$ cat src/design/pccr_consts.svh
/*
  Offsets, field positions, reset values and timing figures of the
  protocol clock capture register block.
  Assumes registers are decoded from paddr[11:0], one 32-bit word each.
*/
`ifndef PCCR_CONSTS_SVH
`define PCCR_CONSTS_SVH

// Per-port transmit source identifier, low word
`define PCCR_OFS_TXID_P1   12'h11c
`define PCCR_OFS_TXID_P2   12'h13c
`define PCCR_OFS_TXID_P0   12'h15c

// Pin timestamp capture pairs
`define PCCR_OFS_PINA_UP   12'h160
`define PCCR_OFS_PINA_LO   12'h164
`define PCCR_OFS_PINB_UP   12'h168
`define PCCR_OFS_PINB_LO   12'h16c

// Protocol clock and its rate tuning
`define PCCR_OFS_TIME_UP   12'h170
`define PCCR_OFS_TIME_LO   12'h174
`define PCCR_OFS_ADDEND    12'h178

// Control, command and status words
`define PCCR_OFS_CONFIG    12'h1a0
`define PCCR_OFS_COMMAND   12'h1a4
`define PCCR_OFS_STATUS    12'h1a8

// Field positions
`define PCCR_CFG_MASTER_LSB 0
`define PCCR_CFG_POL_A_BIT  8
`define PCCR_CFG_POL_B_BIT  9
`define PCCR_CMD_FREEZE_BIT 0
`define PCCR_STS_UP_BIT     0
`define PCCR_STS_LO_BIT     1

// Reset values
`define PCCR_RST_WORD      32'h0000_0000
`define PCCR_RST_TIME      64'h0000_0000_0000_0000
`define PCCR_RST_CONFIG    32'h0000_0000

// Timing: protocol clock rate against the bus clock rate
`define PCCR_PTP_RATE_MHZ  100
`define PCCR_PCLK_MHZ      100
`define PCCR_NOMINAL_STEP  (`PCCR_PTP_RATE_MHZ / `PCCR_PCLK_MHZ)

`endif

$ cat src/design/pccr_pkg.sv
/*
  Types shared by the protocol clock capture register block.
  Assumes the constants header is compiled alongside.
*/
package pccr_pkg;

  // One packet detector report, valid for one cycle when seen is high
  typedef struct packed {
    logic        seen;
    logic        is_sync;
    logic        to_fabric;
    logic [31:0] src_id_lo;
  } pccr_detect_type;

  // One coherent 64-bit timestamp
  typedef struct packed {
    logic [31:0] upper;
    logic [31:0] lower;
  } pccr_stamp_type;

  // Decoded register select
  typedef enum logic [3:0] {
    PCCR_SEL_NONE,
    PCCR_SEL_TXID_P1,
    PCCR_SEL_TXID_P2,
    PCCR_SEL_TXID_P0,
    PCCR_SEL_PINA_UP,
    PCCR_SEL_PINA_LO,
    PCCR_SEL_PINB_UP,
    PCCR_SEL_PINB_LO,
    PCCR_SEL_TIME_UP,
    PCCR_SEL_TIME_LO,
    PCCR_SEL_ADDEND,
    PCCR_SEL_CONFIG,
    PCCR_SEL_COMMAND,
    PCCR_SEL_STATUS
  } pccr_sel_type;

endpackage

$ cat src/design/pccr_top.sv
/*
  Protocol clock, pin timestamp captures and per-port transmit source
  identifier captures, with an APB register slave.
  Assumes packet detectors run on pclk and report one-cycle events;
  timestamp pins are asynchronous and are synchronised here.
*/
// Added by the designer: register access over APB.
// Behaviour
// - Transmit capture loads source id low word
// - One source id register per port
// - Master bit picks sync or delay-request
// - Host port: into fabric counts as transmit
// - Pin A activation captures full clock
// - Pin B activation captures full clock
// - One clock value feeds both pin captures and the snapshot
// - Clock advances at nominal rate, tunable
// - Clock seen as two read/write words
// - Clock changes only after both words written
// - Clock reads return frozen snapshot copy
// - Addend accumulates each cycle, overflow paces
`timescale 1ns/1ps
`include "pccr_consts.svh"

module pccr_top (
  input  wire logic                     pclk,
  input  wire logic                     presetn,
  input  wire logic                     psel,
  input  wire logic                     penable,
  input  wire logic                     pwrite,
  input  wire logic [11:0]              paddr,
  input  wire logic [31:0]              pwdata,
  output logic      [31:0]              prdata,
  output logic                          pready,
  output logic                          pslverr,
  input  wire pccr_pkg::pccr_detect_type det_port0,
  input  wire pccr_pkg::pccr_detect_type det_port1,
  input  wire pccr_pkg::pccr_detect_type det_port2,
  input  wire logic                     pin_a,
  input  wire logic                     pin_b,
  output logic      [63:0]              ptp_time
);
  import pccr_pkg::*;

  localparam logic [63:0] NOMINAL_STEP = 64'(`PCCR_NOMINAL_STEP);

  // Address decode shared by the read and the write paths
  function automatic pccr_sel_type pccr_decode(input logic [11:0] a);
    pccr_sel_type s;
    s = PCCR_SEL_NONE;
    case (a)
      `PCCR_OFS_TXID_P1: s = PCCR_SEL_TXID_P1;
      `PCCR_OFS_TXID_P2: s = PCCR_SEL_TXID_P2;
      `PCCR_OFS_TXID_P0: s = PCCR_SEL_TXID_P0;
      `PCCR_OFS_PINA_UP: s = PCCR_SEL_PINA_UP;
      `PCCR_OFS_PINA_LO: s = PCCR_SEL_PINA_LO;
      `PCCR_OFS_PINB_UP: s = PCCR_SEL_PINB_UP;
      `PCCR_OFS_PINB_LO: s = PCCR_SEL_PINB_LO;
      `PCCR_OFS_TIME_UP: s = PCCR_SEL_TIME_UP;
      `PCCR_OFS_TIME_LO: s = PCCR_SEL_TIME_LO;
      `PCCR_OFS_ADDEND:  s = PCCR_SEL_ADDEND;
      `PCCR_OFS_CONFIG:  s = PCCR_SEL_CONFIG;
      `PCCR_OFS_COMMAND: s = PCCR_SEL_COMMAND;
      `PCCR_OFS_STATUS:  s = PCCR_SEL_STATUS;
      default:           s = PCCR_SEL_NONE;
    endcase
    return s;
  endfunction

  // Transmit capture qualifier for one port
  function automatic logic pccr_tx_hit(
    input pccr_detect_type d,
    input logic            master,
    input logic            host_port
  );
    logic is_tx;
    is_tx = host_port ? d.to_fabric : !d.to_fabric;
    return d.seen && is_tx && (d.is_sync == master);
  endfunction

  // Bus side state
  logic [31:0]    prdata_q;
  logic           pready_q;
  logic           pslverr_q;

  // Software registers
  logic [31:0]    addend_q;
  logic [31:0]    config_q;
  logic [31:0]    hold_upper_q;
  logic [31:0]    hold_lower_q;
  logic           pend_upper_q;
  logic           pend_lower_q;
  pccr_stamp_type snap_q;

  // Protocol clock and accumulator
  logic [63:0]    time_q;
  logic [63:0]    time_d;
  logic [31:0]    acc_q;

  // Captures
  logic [31:0]    txid_q [0:2];
  pccr_stamp_type pin_stamp_q [0:1];

  // Pin synchronisers and filtered levels
  logic [1:0]     sync1_q;
  logic [1:0]     sync2_q;
  logic [1:0]     sync3_q;
  logic [1:0]     level_q;

  // Bus phase decode
  wire            setup_phase = psel && !penable;
  wire            access_done = psel && penable && pready_q;
  wire            wr_done     = access_done && pwrite;
  pccr_sel_type   sel;
  assign sel = pccr_decode(paddr);

  wire            wr_time_up = wr_done && (sel == PCCR_SEL_TIME_UP);
  wire            wr_time_lo = wr_done && (sel == PCCR_SEL_TIME_LO);
  wire            wr_addend  = wr_done && (sel == PCCR_SEL_ADDEND);
  wire            wr_config  = wr_done && (sel == PCCR_SEL_CONFIG);
  wire            wr_command = wr_done && (sel == PCCR_SEL_COMMAND);
  wire            freeze     = wr_command &&
                               pwdata[`PCCR_CMD_FREEZE_BIT];

  // Clock load happens when the second word of a pair arrives
  wire            pair_done  = (wr_time_up && pend_lower_q) ||
                               (wr_time_lo && pend_upper_q);
  wire [31:0]     load_upper = wr_time_up ? pwdata : hold_upper_q;
  wire [31:0]     load_lower = wr_time_lo ? pwdata : hold_lower_q;

  // Accumulator overflow adds one extra tick to the nominal step
  wire [32:0]     acc_sum  = {1'b0, acc_q} + {1'b0, addend_q};
  wire            acc_carry = acc_sum[32];
  wire [63:0]     step     = NOMINAL_STEP + {63'h0, acc_carry};

  assign time_d = pair_done ? {load_upper, load_lower}
                            : time_q + step;

  // Per-port transmit capture strobes, port 0 is the host port
  wire [2:0]      tx_hit;
  assign tx_hit[0] = pccr_tx_hit(det_port0,
                                 config_q[`PCCR_CFG_MASTER_LSB],
                                 1'b1);
  assign tx_hit[1] = pccr_tx_hit(det_port1,
                                 config_q[`PCCR_CFG_MASTER_LSB + 1],
                                 1'b0);
  assign tx_hit[2] = pccr_tx_hit(det_port2,
                                 config_q[`PCCR_CFG_MASTER_LSB + 2],
                                 1'b0);
  wire [31:0]     det_id [0:2];
  assign det_id[0] = det_port0.src_id_lo;
  assign det_id[1] = det_port1.src_id_lo;
  assign det_id[2] = det_port2.src_id_lo;

  // Pin level accepted once the second and third stages agree
  wire [1:0]      agree   = ~(sync2_q ^ sync3_q);
  wire [1:0]      level_d = (agree & sync2_q) | (~agree & level_q);
  wire [1:0]      pin_pol = {config_q[`PCCR_CFG_POL_B_BIT],
                             config_q[`PCCR_CFG_POL_A_BIT]};
  wire [1:0]      rise    = ~level_q & level_d;
  wire [1:0]      fall    = level_q & ~level_d;
  // Polarity bit set selects the falling edge as activation
  wire [1:0]      pin_act = (~pin_pol & rise) | (pin_pol & fall);

  // Status word
  wire [31:0]     status_word = {30'h0, pend_lower_q, pend_upper_q};

  // Read selection
  wire [31:0]     rd_word =
    (sel == PCCR_SEL_TXID_P1) ? txid_q[1] :
    (sel == PCCR_SEL_TXID_P2) ? txid_q[2] :
    (sel == PCCR_SEL_TXID_P0) ? txid_q[0] :
    (sel == PCCR_SEL_PINA_UP) ? pin_stamp_q[0].upper :
    (sel == PCCR_SEL_PINA_LO) ? pin_stamp_q[0].lower :
    (sel == PCCR_SEL_PINB_UP) ? pin_stamp_q[1].upper :
    (sel == PCCR_SEL_PINB_LO) ? pin_stamp_q[1].lower :
    (sel == PCCR_SEL_TIME_UP) ? snap_q.upper :
    (sel == PCCR_SEL_TIME_LO) ? snap_q.lower :
    (sel == PCCR_SEL_ADDEND)  ? addend_q :
    (sel == PCCR_SEL_CONFIG)  ? config_q :
    (sel == PCCR_SEL_STATUS)  ? status_word :
                                `PCCR_RST_WORD;

  wire            rd_setup = setup_phase && !pwrite;
  wire            unmapped = (sel == PCCR_SEL_NONE);

  // Bus answer: ready in the first access cycle
  always_ff @(posedge pclk or negedge presetn) begin
    if (!presetn) begin
      pready_q  <= 1'b0;
      pslverr_q <= 1'b0;
      prdata_q  <= `PCCR_RST_WORD;
    end else begin
      pready_q  <= setup_phase;
      pslverr_q <= setup_phase && unmapped;
      prdata_q  <= rd_setup ? rd_word : `PCCR_RST_WORD;
    end
  end

  // Addend and configuration words
  always_ff @(posedge pclk or negedge presetn) begin
    if (!presetn) begin
      addend_q <= `PCCR_RST_WORD;
      config_q <= `PCCR_RST_CONFIG;
    end else begin
      if (wr_addend) begin
        addend_q <= pwdata;
      end
      if (wr_config) begin
        config_q <= pwdata & 32'h0000_0307;
      end
    end
  end

  // Half-written clock words wait here for their partner
  always_ff @(posedge pclk or negedge presetn) begin
    if (!presetn) begin
      hold_upper_q <= `PCCR_RST_WORD;
      hold_lower_q <= `PCCR_RST_WORD;
      pend_upper_q <= 1'b0;
      pend_lower_q <= 1'b0;
    end else begin
      if (wr_time_up) begin
        hold_upper_q <= pwdata;
      end
      if (wr_time_lo) begin
        hold_lower_q <= pwdata;
      end
      pend_upper_q <= !pair_done && (pend_upper_q || wr_time_up);
      pend_lower_q <= !pair_done && (pend_lower_q || wr_time_lo);
    end
  end

  // Protocol clock, accumulator and snapshot
  always_ff @(posedge pclk or negedge presetn) begin
    if (!presetn) begin
      time_q <= `PCCR_RST_TIME;
      acc_q  <= `PCCR_RST_WORD;
      snap_q <= `PCCR_RST_TIME;
    end else begin
      time_q <= time_d;
      acc_q  <= acc_sum[31:0];
      if (freeze) begin
        snap_q <= time_q;
      end
    end
  end

  // Transmit source identifier captures, one word per port
  always_ff @(posedge pclk or negedge presetn) begin
    if (!presetn) begin
      for (int i = 0; i < 3; i++) begin
        txid_q[i] <= `PCCR_RST_WORD;
      end
    end else begin
      for (int i = 0; i < 3; i++) begin
        if (tx_hit[i]) begin
          txid_q[i] <= det_id[i];
        end
      end
    end
  end

  // Pin synchronisers
  always_ff @(posedge pclk or negedge presetn) begin
    if (!presetn) begin
      sync1_q <= 2'h0;
      sync2_q <= 2'h0;
      sync3_q <= 2'h0;
      level_q <= 2'h0;
    end else begin
      sync1_q <= {pin_b, pin_a};
      sync2_q <= sync1_q;
      sync3_q <= sync2_q;
      level_q <= level_d;
    end
  end

  // Pin timestamp pairs, both halves from one sample of the clock
  always_ff @(posedge pclk or negedge presetn) begin
    if (!presetn) begin
      pin_stamp_q[0] <= `PCCR_RST_TIME;
      pin_stamp_q[1] <= `PCCR_RST_TIME;
    end else begin
      if (pin_act[0]) begin
        pin_stamp_q[0] <= time_q;
      end
      if (pin_act[1]) begin
        pin_stamp_q[1] <= time_q;
      end
    end
  end

  // Outputs straight from flip-flops
  assign prdata   = prdata_q;
  assign pready   = pready_q;
  assign pslverr  = pslverr_q;
  assign ptp_time = time_q;

endmodule

$ cat config.mk
export PLATFORM = sky130hd
export DESIGN_NAME = pccr_top
export DESIGN_NICKNAME = d
export VERILOG_FILES = /design/src/design/pccr_pkg.sv /design/src/design/pccr_top.sv
export VERILOG_INCLUDE_DIRS = /design/src /design/src/design
export SDC_FILE = /design/constraint.sdc
export NUM_CORES = 1
export LEC_CHECK = 0
export BUFFER_PORTS_ARGS = -buffer_cell sky130_fd_sc_hd__buf_2
export CAP_MARGIN = 5
export CELL_PAD_IN_SITES_DETAIL_PLACEMENT = 0
export CELL_PAD_IN_SITES_GLOBAL_PLACEMENT = 1
export CORE_MARGIN = 2
export CORE_UTILIZATION = 40
export DETAILED_ROUTE_END_ITERATION = 12
export PLACE_DENSITY = 0.76
export REMOVE_ABC_BUFFERS = 1
export SLEW_MARGIN = 40
export SYNTH_ARGS = -nofsm -noshare
export SYNTH_HDL_FRONTEND = slang
export SYNTH_SLANG_ARGS = --single-unit
$ cat constraint.sdc
create_clock -name pclk -period 4.55 [get_ports pclk]
set_input_delay 0.2275 -clock pclk [delete_from_list [all_inputs] [get_ports pclk]]
set_output_delay 0.2275 -clock pclk [all_outputs]
set_load 0.05 [all_outputs]
# [Word level (Yosys, flattened, before mapping)]
# Cells that the tools add are included.
[word_totals] regBits=529 latch_bits=0 ramBits=0 mem_bits_ro=0 in_bits=156 mem_count=0
[classes] add_sub_neg=3 n_mul=0 n_div=0 order_cmp=0 n_eq_ne=29 shift=0 mux=17 n_bitwise=14 reduce_logical=31
[op_table] operator="2-to-1 mux 32 bit" n=13
[op_table] operator="equality test 12 x 9 -> 1 bit (second input constant)" n=13
[op_table] operator="adder 64 x 2 -> 64 bit" n=1
[op_table] operator="2-to-1 mux 64 bit" n=1
[op_table] operator="case mux 4 bit (13 select lines)" n=1
[op_table] operator="adder 32 x 32 -> 33 bit" n=1
[op_table] operator="equality test 4 bit (second input constant)" n=6
[op_table] operator="logical AND 1 bit" n=22
[op_table] operator="equality test 4 x 3 -> 1 bit (second input constant)" n=4
[op_table] operator="AND 2 bit" n=6
[op_table] operator="2-to-1 mux 10 bit" n=1
[op_table] operator="inverter 2 bit" n=5
[op_table] operator="equality test 4 x 2 -> 1 bit (second input constant)" n=2
[op_table] operator="zero test 1 bit" n=5
[op_table] operator="equality test 4 x 1 -> 1 bit (second input constant)" n=1
[op_table] operator="zero test 4 bit" n=1
[op_table] operator="OR 2 bit" n=2
[op_table] operator="equality test 1 bit" n=3
[op_table] operator="logical OR 1 bit" n=3
[op_table] operator="adder 1 x 1 -> 2 bit (first input constant)" n=1
[op_table] operator="2-to-1 mux 2 bit" n=1
[op_table] operator="bitwise XOR 2 bit" n=1

# [Logic depth before layout (Yosys ltp)]
[logic_depth] depth_word=16 depth_mapped=22 ltp_nobuf=22

# [Worst setup path before layout]
# OpenSTA, ideal clock, no wires.
[synth_timing] path_type="flip-flop to flip-flop" from="register addend_q[0]" to="register time_q[63], in the netlist ptp_time[63]" arrival_time_ps=4075 required_ps=4424 path_slack_ps=349 path_stages_with_launch=23 path_buffers=1 synth_period_minus_slack_ps=4201 path_cell_list="dfrtp_1 -> ha_1 -> inv_1 -> fa_1 -> nor2b_1 -> o21ai_0 -> a21boi_0 -> o211ai_1 -> nand2_1 -> a21oi_1 -> o311a_1 -> o21ai_1 -> a31oi_1 -> ha_1 -> nor2b_1 -> nand3_1 -> nor2_1 -> nand2_1 -> or3_1 -> clkbuf_1 -> nor2_1 -> xnor2_1 -> a21oi_1"
[synth_via] elab_chain_len=4
[synth_rtl] item="start: declaration" line="pccr_top.sv:86" rtl="logic [31:0] addend_q;"
[synth_rtl] item="start signal: assignment" line="pccr_top.sv:202" rtl="addend_q <= `PCCR_RST_WORD;"
[synth_rtl] item="start signal: assignment" line="pccr_top.sv:206" rtl="addend_q <= pwdata;"
[synth_rtl] item="adder 32 x 32 -> 33 bit" line="pccr_top.sv:131" rtl="wire [32:0] acc_sum = {1'b0, acc_q} + {1'b0, addend_q};"
[synth_rtl] item="adder 1 x 1 -> 2 bit" line="pccr_top.sv:133" rtl="wire [63:0] step = NOMINAL_STEP + {63'h0, acc_carry};"
[synth_rtl] item="adder 64 x 2 -> 64 bit" line="pccr_top.sv:136" rtl=": time_q + step;"
[synth_rtl] item="2-to-1 mux 64 bit" line="pccr_top.sv:135" rtl="assign time_d = pair_done ? {load_upper, load_lower}"
[synth_rtl] item="named net time_d[63]" line="pccr_top.sv:96" rtl="logic [63:0] time_d;"
[synth_rtl] item="end signal: assignment" line="pccr_top.sv:236" rtl="time_q <= `PCCR_RST_TIME;"
[synth_rtl] item="end signal: assignment" line="pccr_top.sv:240" rtl="time_q <= time_d;"
[synth_rtl] item="end: declaration" line="pccr_top.sv:95" rtl="logic [63:0] time_q;"
# The timed path passes the listed nets, and every way through them passes these cells.
# A chain may end at the register's enable or synchronous reset.

# [Final worst setup path]
[layout_timing] from="register addend_q[0]" to="register time_q[61], in the netlist ptp_time[61]"
# The elaborated chain is that of the path after synthesis.

==> results.yml <==
routing:
  totalWireLength_um: 74200
  dr.pass1.iters: 6
  ant_nets: 0
  wl_per_cell_um: 23.26
  vias_per_cell: 5.554
  vias: 17718
  post-route-drc-count: 0
  drt-initial-drc-count: 1482
synth:
  synth_area_leaders: "dfrtp_1, mux2_2, a21oi_1"
  synth_seq_cells: 529
  synth_edf_count: 0
  syn-mean-instance-area_um2: 12.13
  yosysSeqAreaShare_pct: 55.73
  async_flop_share_pct: 100.0
  syn-cell-area_um2: 23750
  synth_ff_type: "dfrtp_1"
  yosysTopAreaCell: "dfrtp_1"
  post_synth_num_cell_types: 69
  netlist.area_leader.share_pct: 55.73
  yosysWarnings: 0
  synthCells: 1958
grt:
  grt_max_degree: 125
  antenna_found_initial: 1
  grt_usage_pct: 24.31
  grt-ovfl-total: 0
  grt_pass1_wl_um: 111300
  grt_pass1_vias: 18212
clock_network:
  cts.htree.levels: 2
  worstSkewPairLatency_ns: 0.62
  clkTransAtPathRegs_ns: 0.06
  clock_path_buffers: 3
  cts.sinks: 529
  cts_buffers: 57
  cts_root_buf: "clkbuf_16"
  cts_tree: "yes"
sta:
  worst_pin_slew_ns: 0.7828
  hold_viol: 0
  max_freq_mhz: 239.9
  finalSetupTns_ns: 0
  clock_skew_ns: 0.01730
  drv_slew: 0
  layout_worst_path_cycle_share_pct: 91.63
  min_period_ns: 4.169
  setup_viol: 0
  max_slew_margin_pct: 47.82
layout:
  layout_commonest_cell: "dfrtp_1"
  final_area_um2: 29670
  area_growth_pct: 24.89
  drive_gt1_share_pct: 34.51
  layout_common_cells: "dfrtp_1, mux2_2, buf_2, nor2_1, a21oi_1"
  diodes: 0
  finish.net_count: 2566
  fillCellCount: 5132
worst_setup_path:
  worst_setup_path_start_kind: "flop"
  crit_type: "flop to flop"
  cp.required_ns: 5.04
  crit_fanout: 5
  critPathArrivalTime_ns: 4.65
  end_kind: "flop"
run_status:
  status: "finished clean"
hold_path:
  worstHoldPathType: "primary input to async pin"
floorplan:
  die_area_um2: 61350
  die_w_um: 247.7
  rows: 89
  initial_core_util_pct: 40.32
  ios: 254
  core-area_um2: 58910
  die_h_um: 247.7
pwr:
  p_per_area_nw_per_um2: 353.3
  p_int_uw: 8096
  switchingPower_uw: 2386
  ir_drop_v: 0.0003015
  combPwrFrac_pct: 6.8
  switching_share_pct: 22.76
  seqPwrFrac_pct: 48.2
  clock_power_share_pct: 45.0
  leakagePower_uw: 0.01355
placed_design:
  gp_congestion: 0.8219
  portBuffers: 253
  dp_hpwl_um: 49410
  placed_area_um2: 26280
flow_run:
  maxCapViolations: 0
[stage by stage]
step           power [µW]  hold slack [ns]  cells  worst slack, ns  utilization (%)
4_1_cts             10580           0.2043   3181          0.05527            50.12
3_3_place_gp         5721           0.3312   2945           0.1506            44.58
3_5_place_dp         5757           0.3345   2946        0.0003548            44.62
2_1_floorplan        5438         -0.06809   1854           -3.909                -
5_1_grt             10880          0.09378   3190        -0.005630            50.36
6_report            10480          0.09067   3190           0.3810            50.36
[power by group through the flow]
stage	Sequential [µW]	Clock [µW]	Combinational (µW)
floorplan	5100	0	338
global placement	5120	0	599
detailed placement	5140	0	621
CTS	5050	4820	715
global route	5080	5020	784
finish	5050	4720	712
[cells in the mapped netlist, drive strengths merged, types with 17 or more instances]
cell type / n
nand3: 38
a222oi: 22
xor2: 48
o21ai: 60
inv: 20
nor2: 146
xnor2: 41
a221oi: 30
nand4: 26
a21o: 17
a22oi: 36
nor3: 18
nand2: 126
mux2: 377
ha: 34
buf: 33
clkbuf: 71
dfrtp: 529
a31o: 17
a21oi: 135
[cell families after synthesis]
family | share of synthesized area [%]
AOI/OAI and AO/OA | 10.65
DFF | 55.73
xor gates and xnor gates | 3.282
muxes | 17.91
adders and majority gates | 1.959
buffers and inverters | 2.107
and+or+nand+nor | 8.359
[sequential cells by signal (all words and copies together) (netlist names)]
signal,count
pin_stamp_q,128
txid_q,96
ptp_time,64
snap_q,64
acc_q,32
addend_q,32
hold_lower_q,32
hold_upper_q,32
prdata,32
config_q,5
level_q,2
sync1_q,2
sync2_q,2
sync3_q,2
pend_lower_q,1
pend_upper_q,1
pready,1
pslverr,1
[per-layer routing]
layer  up-vias  track usage [%]  wire length [µm]
met5         -                0                 0
met4         0            8.876              2459
met3       146            5.342              5482
met2       583            38.99             34720
met1      9040            32.40             31530
li1       7949                -                 -
[layout make-up]
type	instances	area [µm²]	area share, %
clock buffers	78	1648	5.555
flip-flops and latches	529	13240	44.62
repair buffers	462	3326	11.21
clock inverters	23	255.2	0.8604
well taps	773	967.2	3.260
multi-input cells	1305	10160	34.24
inverters	20	75.07	0.2531
[worst paths after layout]
check	from	end	slack, ns	cells past startpoint
setup reg to reg	addend_q[0]	ptp_time[61]	0.38	21
max in group asynchronous	presetn	pin_stamp_q[91]	3.06	4
setup / recovery	addend_q[0]	ptp_time[61]	0.38	21
hold reg to reg	sync1_q[0]	sync2_q[0]	0.36	0
hold / removal	presetn	pin_stamp_q[10]	0.09	2
min in group pclk	psel	prdata[4]	0.25	4
[critical path: stages (launching register included)]
cell,delay (ns)
dfrtp_1,0.37
ha_2,0.21
inv_1,0.05
fa_1,0.39
nor2b_1,0.13
o21ai_1,0.10
a21boi_2,0.19
o211ai_1,0.14
nand2_1,0.10
a21oi_1,0.10
o311a_1,0.34
o21ai_2,0.18
a31oi_1,0.11
ha_1,0.22
nor2b_2,0.14
nand3_1,0.13
nor2_2,0.17
nand2_2,0.11
or3_4,0.47
nor2_1,0.15
xnor2_1,0.14
a21oi_1,0.08
[timing repair]
item | CTS | global route
resized for setup | 1 | 16
hold buffers | 134 | 0
endpoints found under the hold margin | 303 | 0
endpoints found under the setup margin | 1 | 34
pin swaps | 0 | 6
gates cloned | 0 | 0
setup buffers | 0 | 7
No activity file was read; power rests on OpenSTA's default activity.
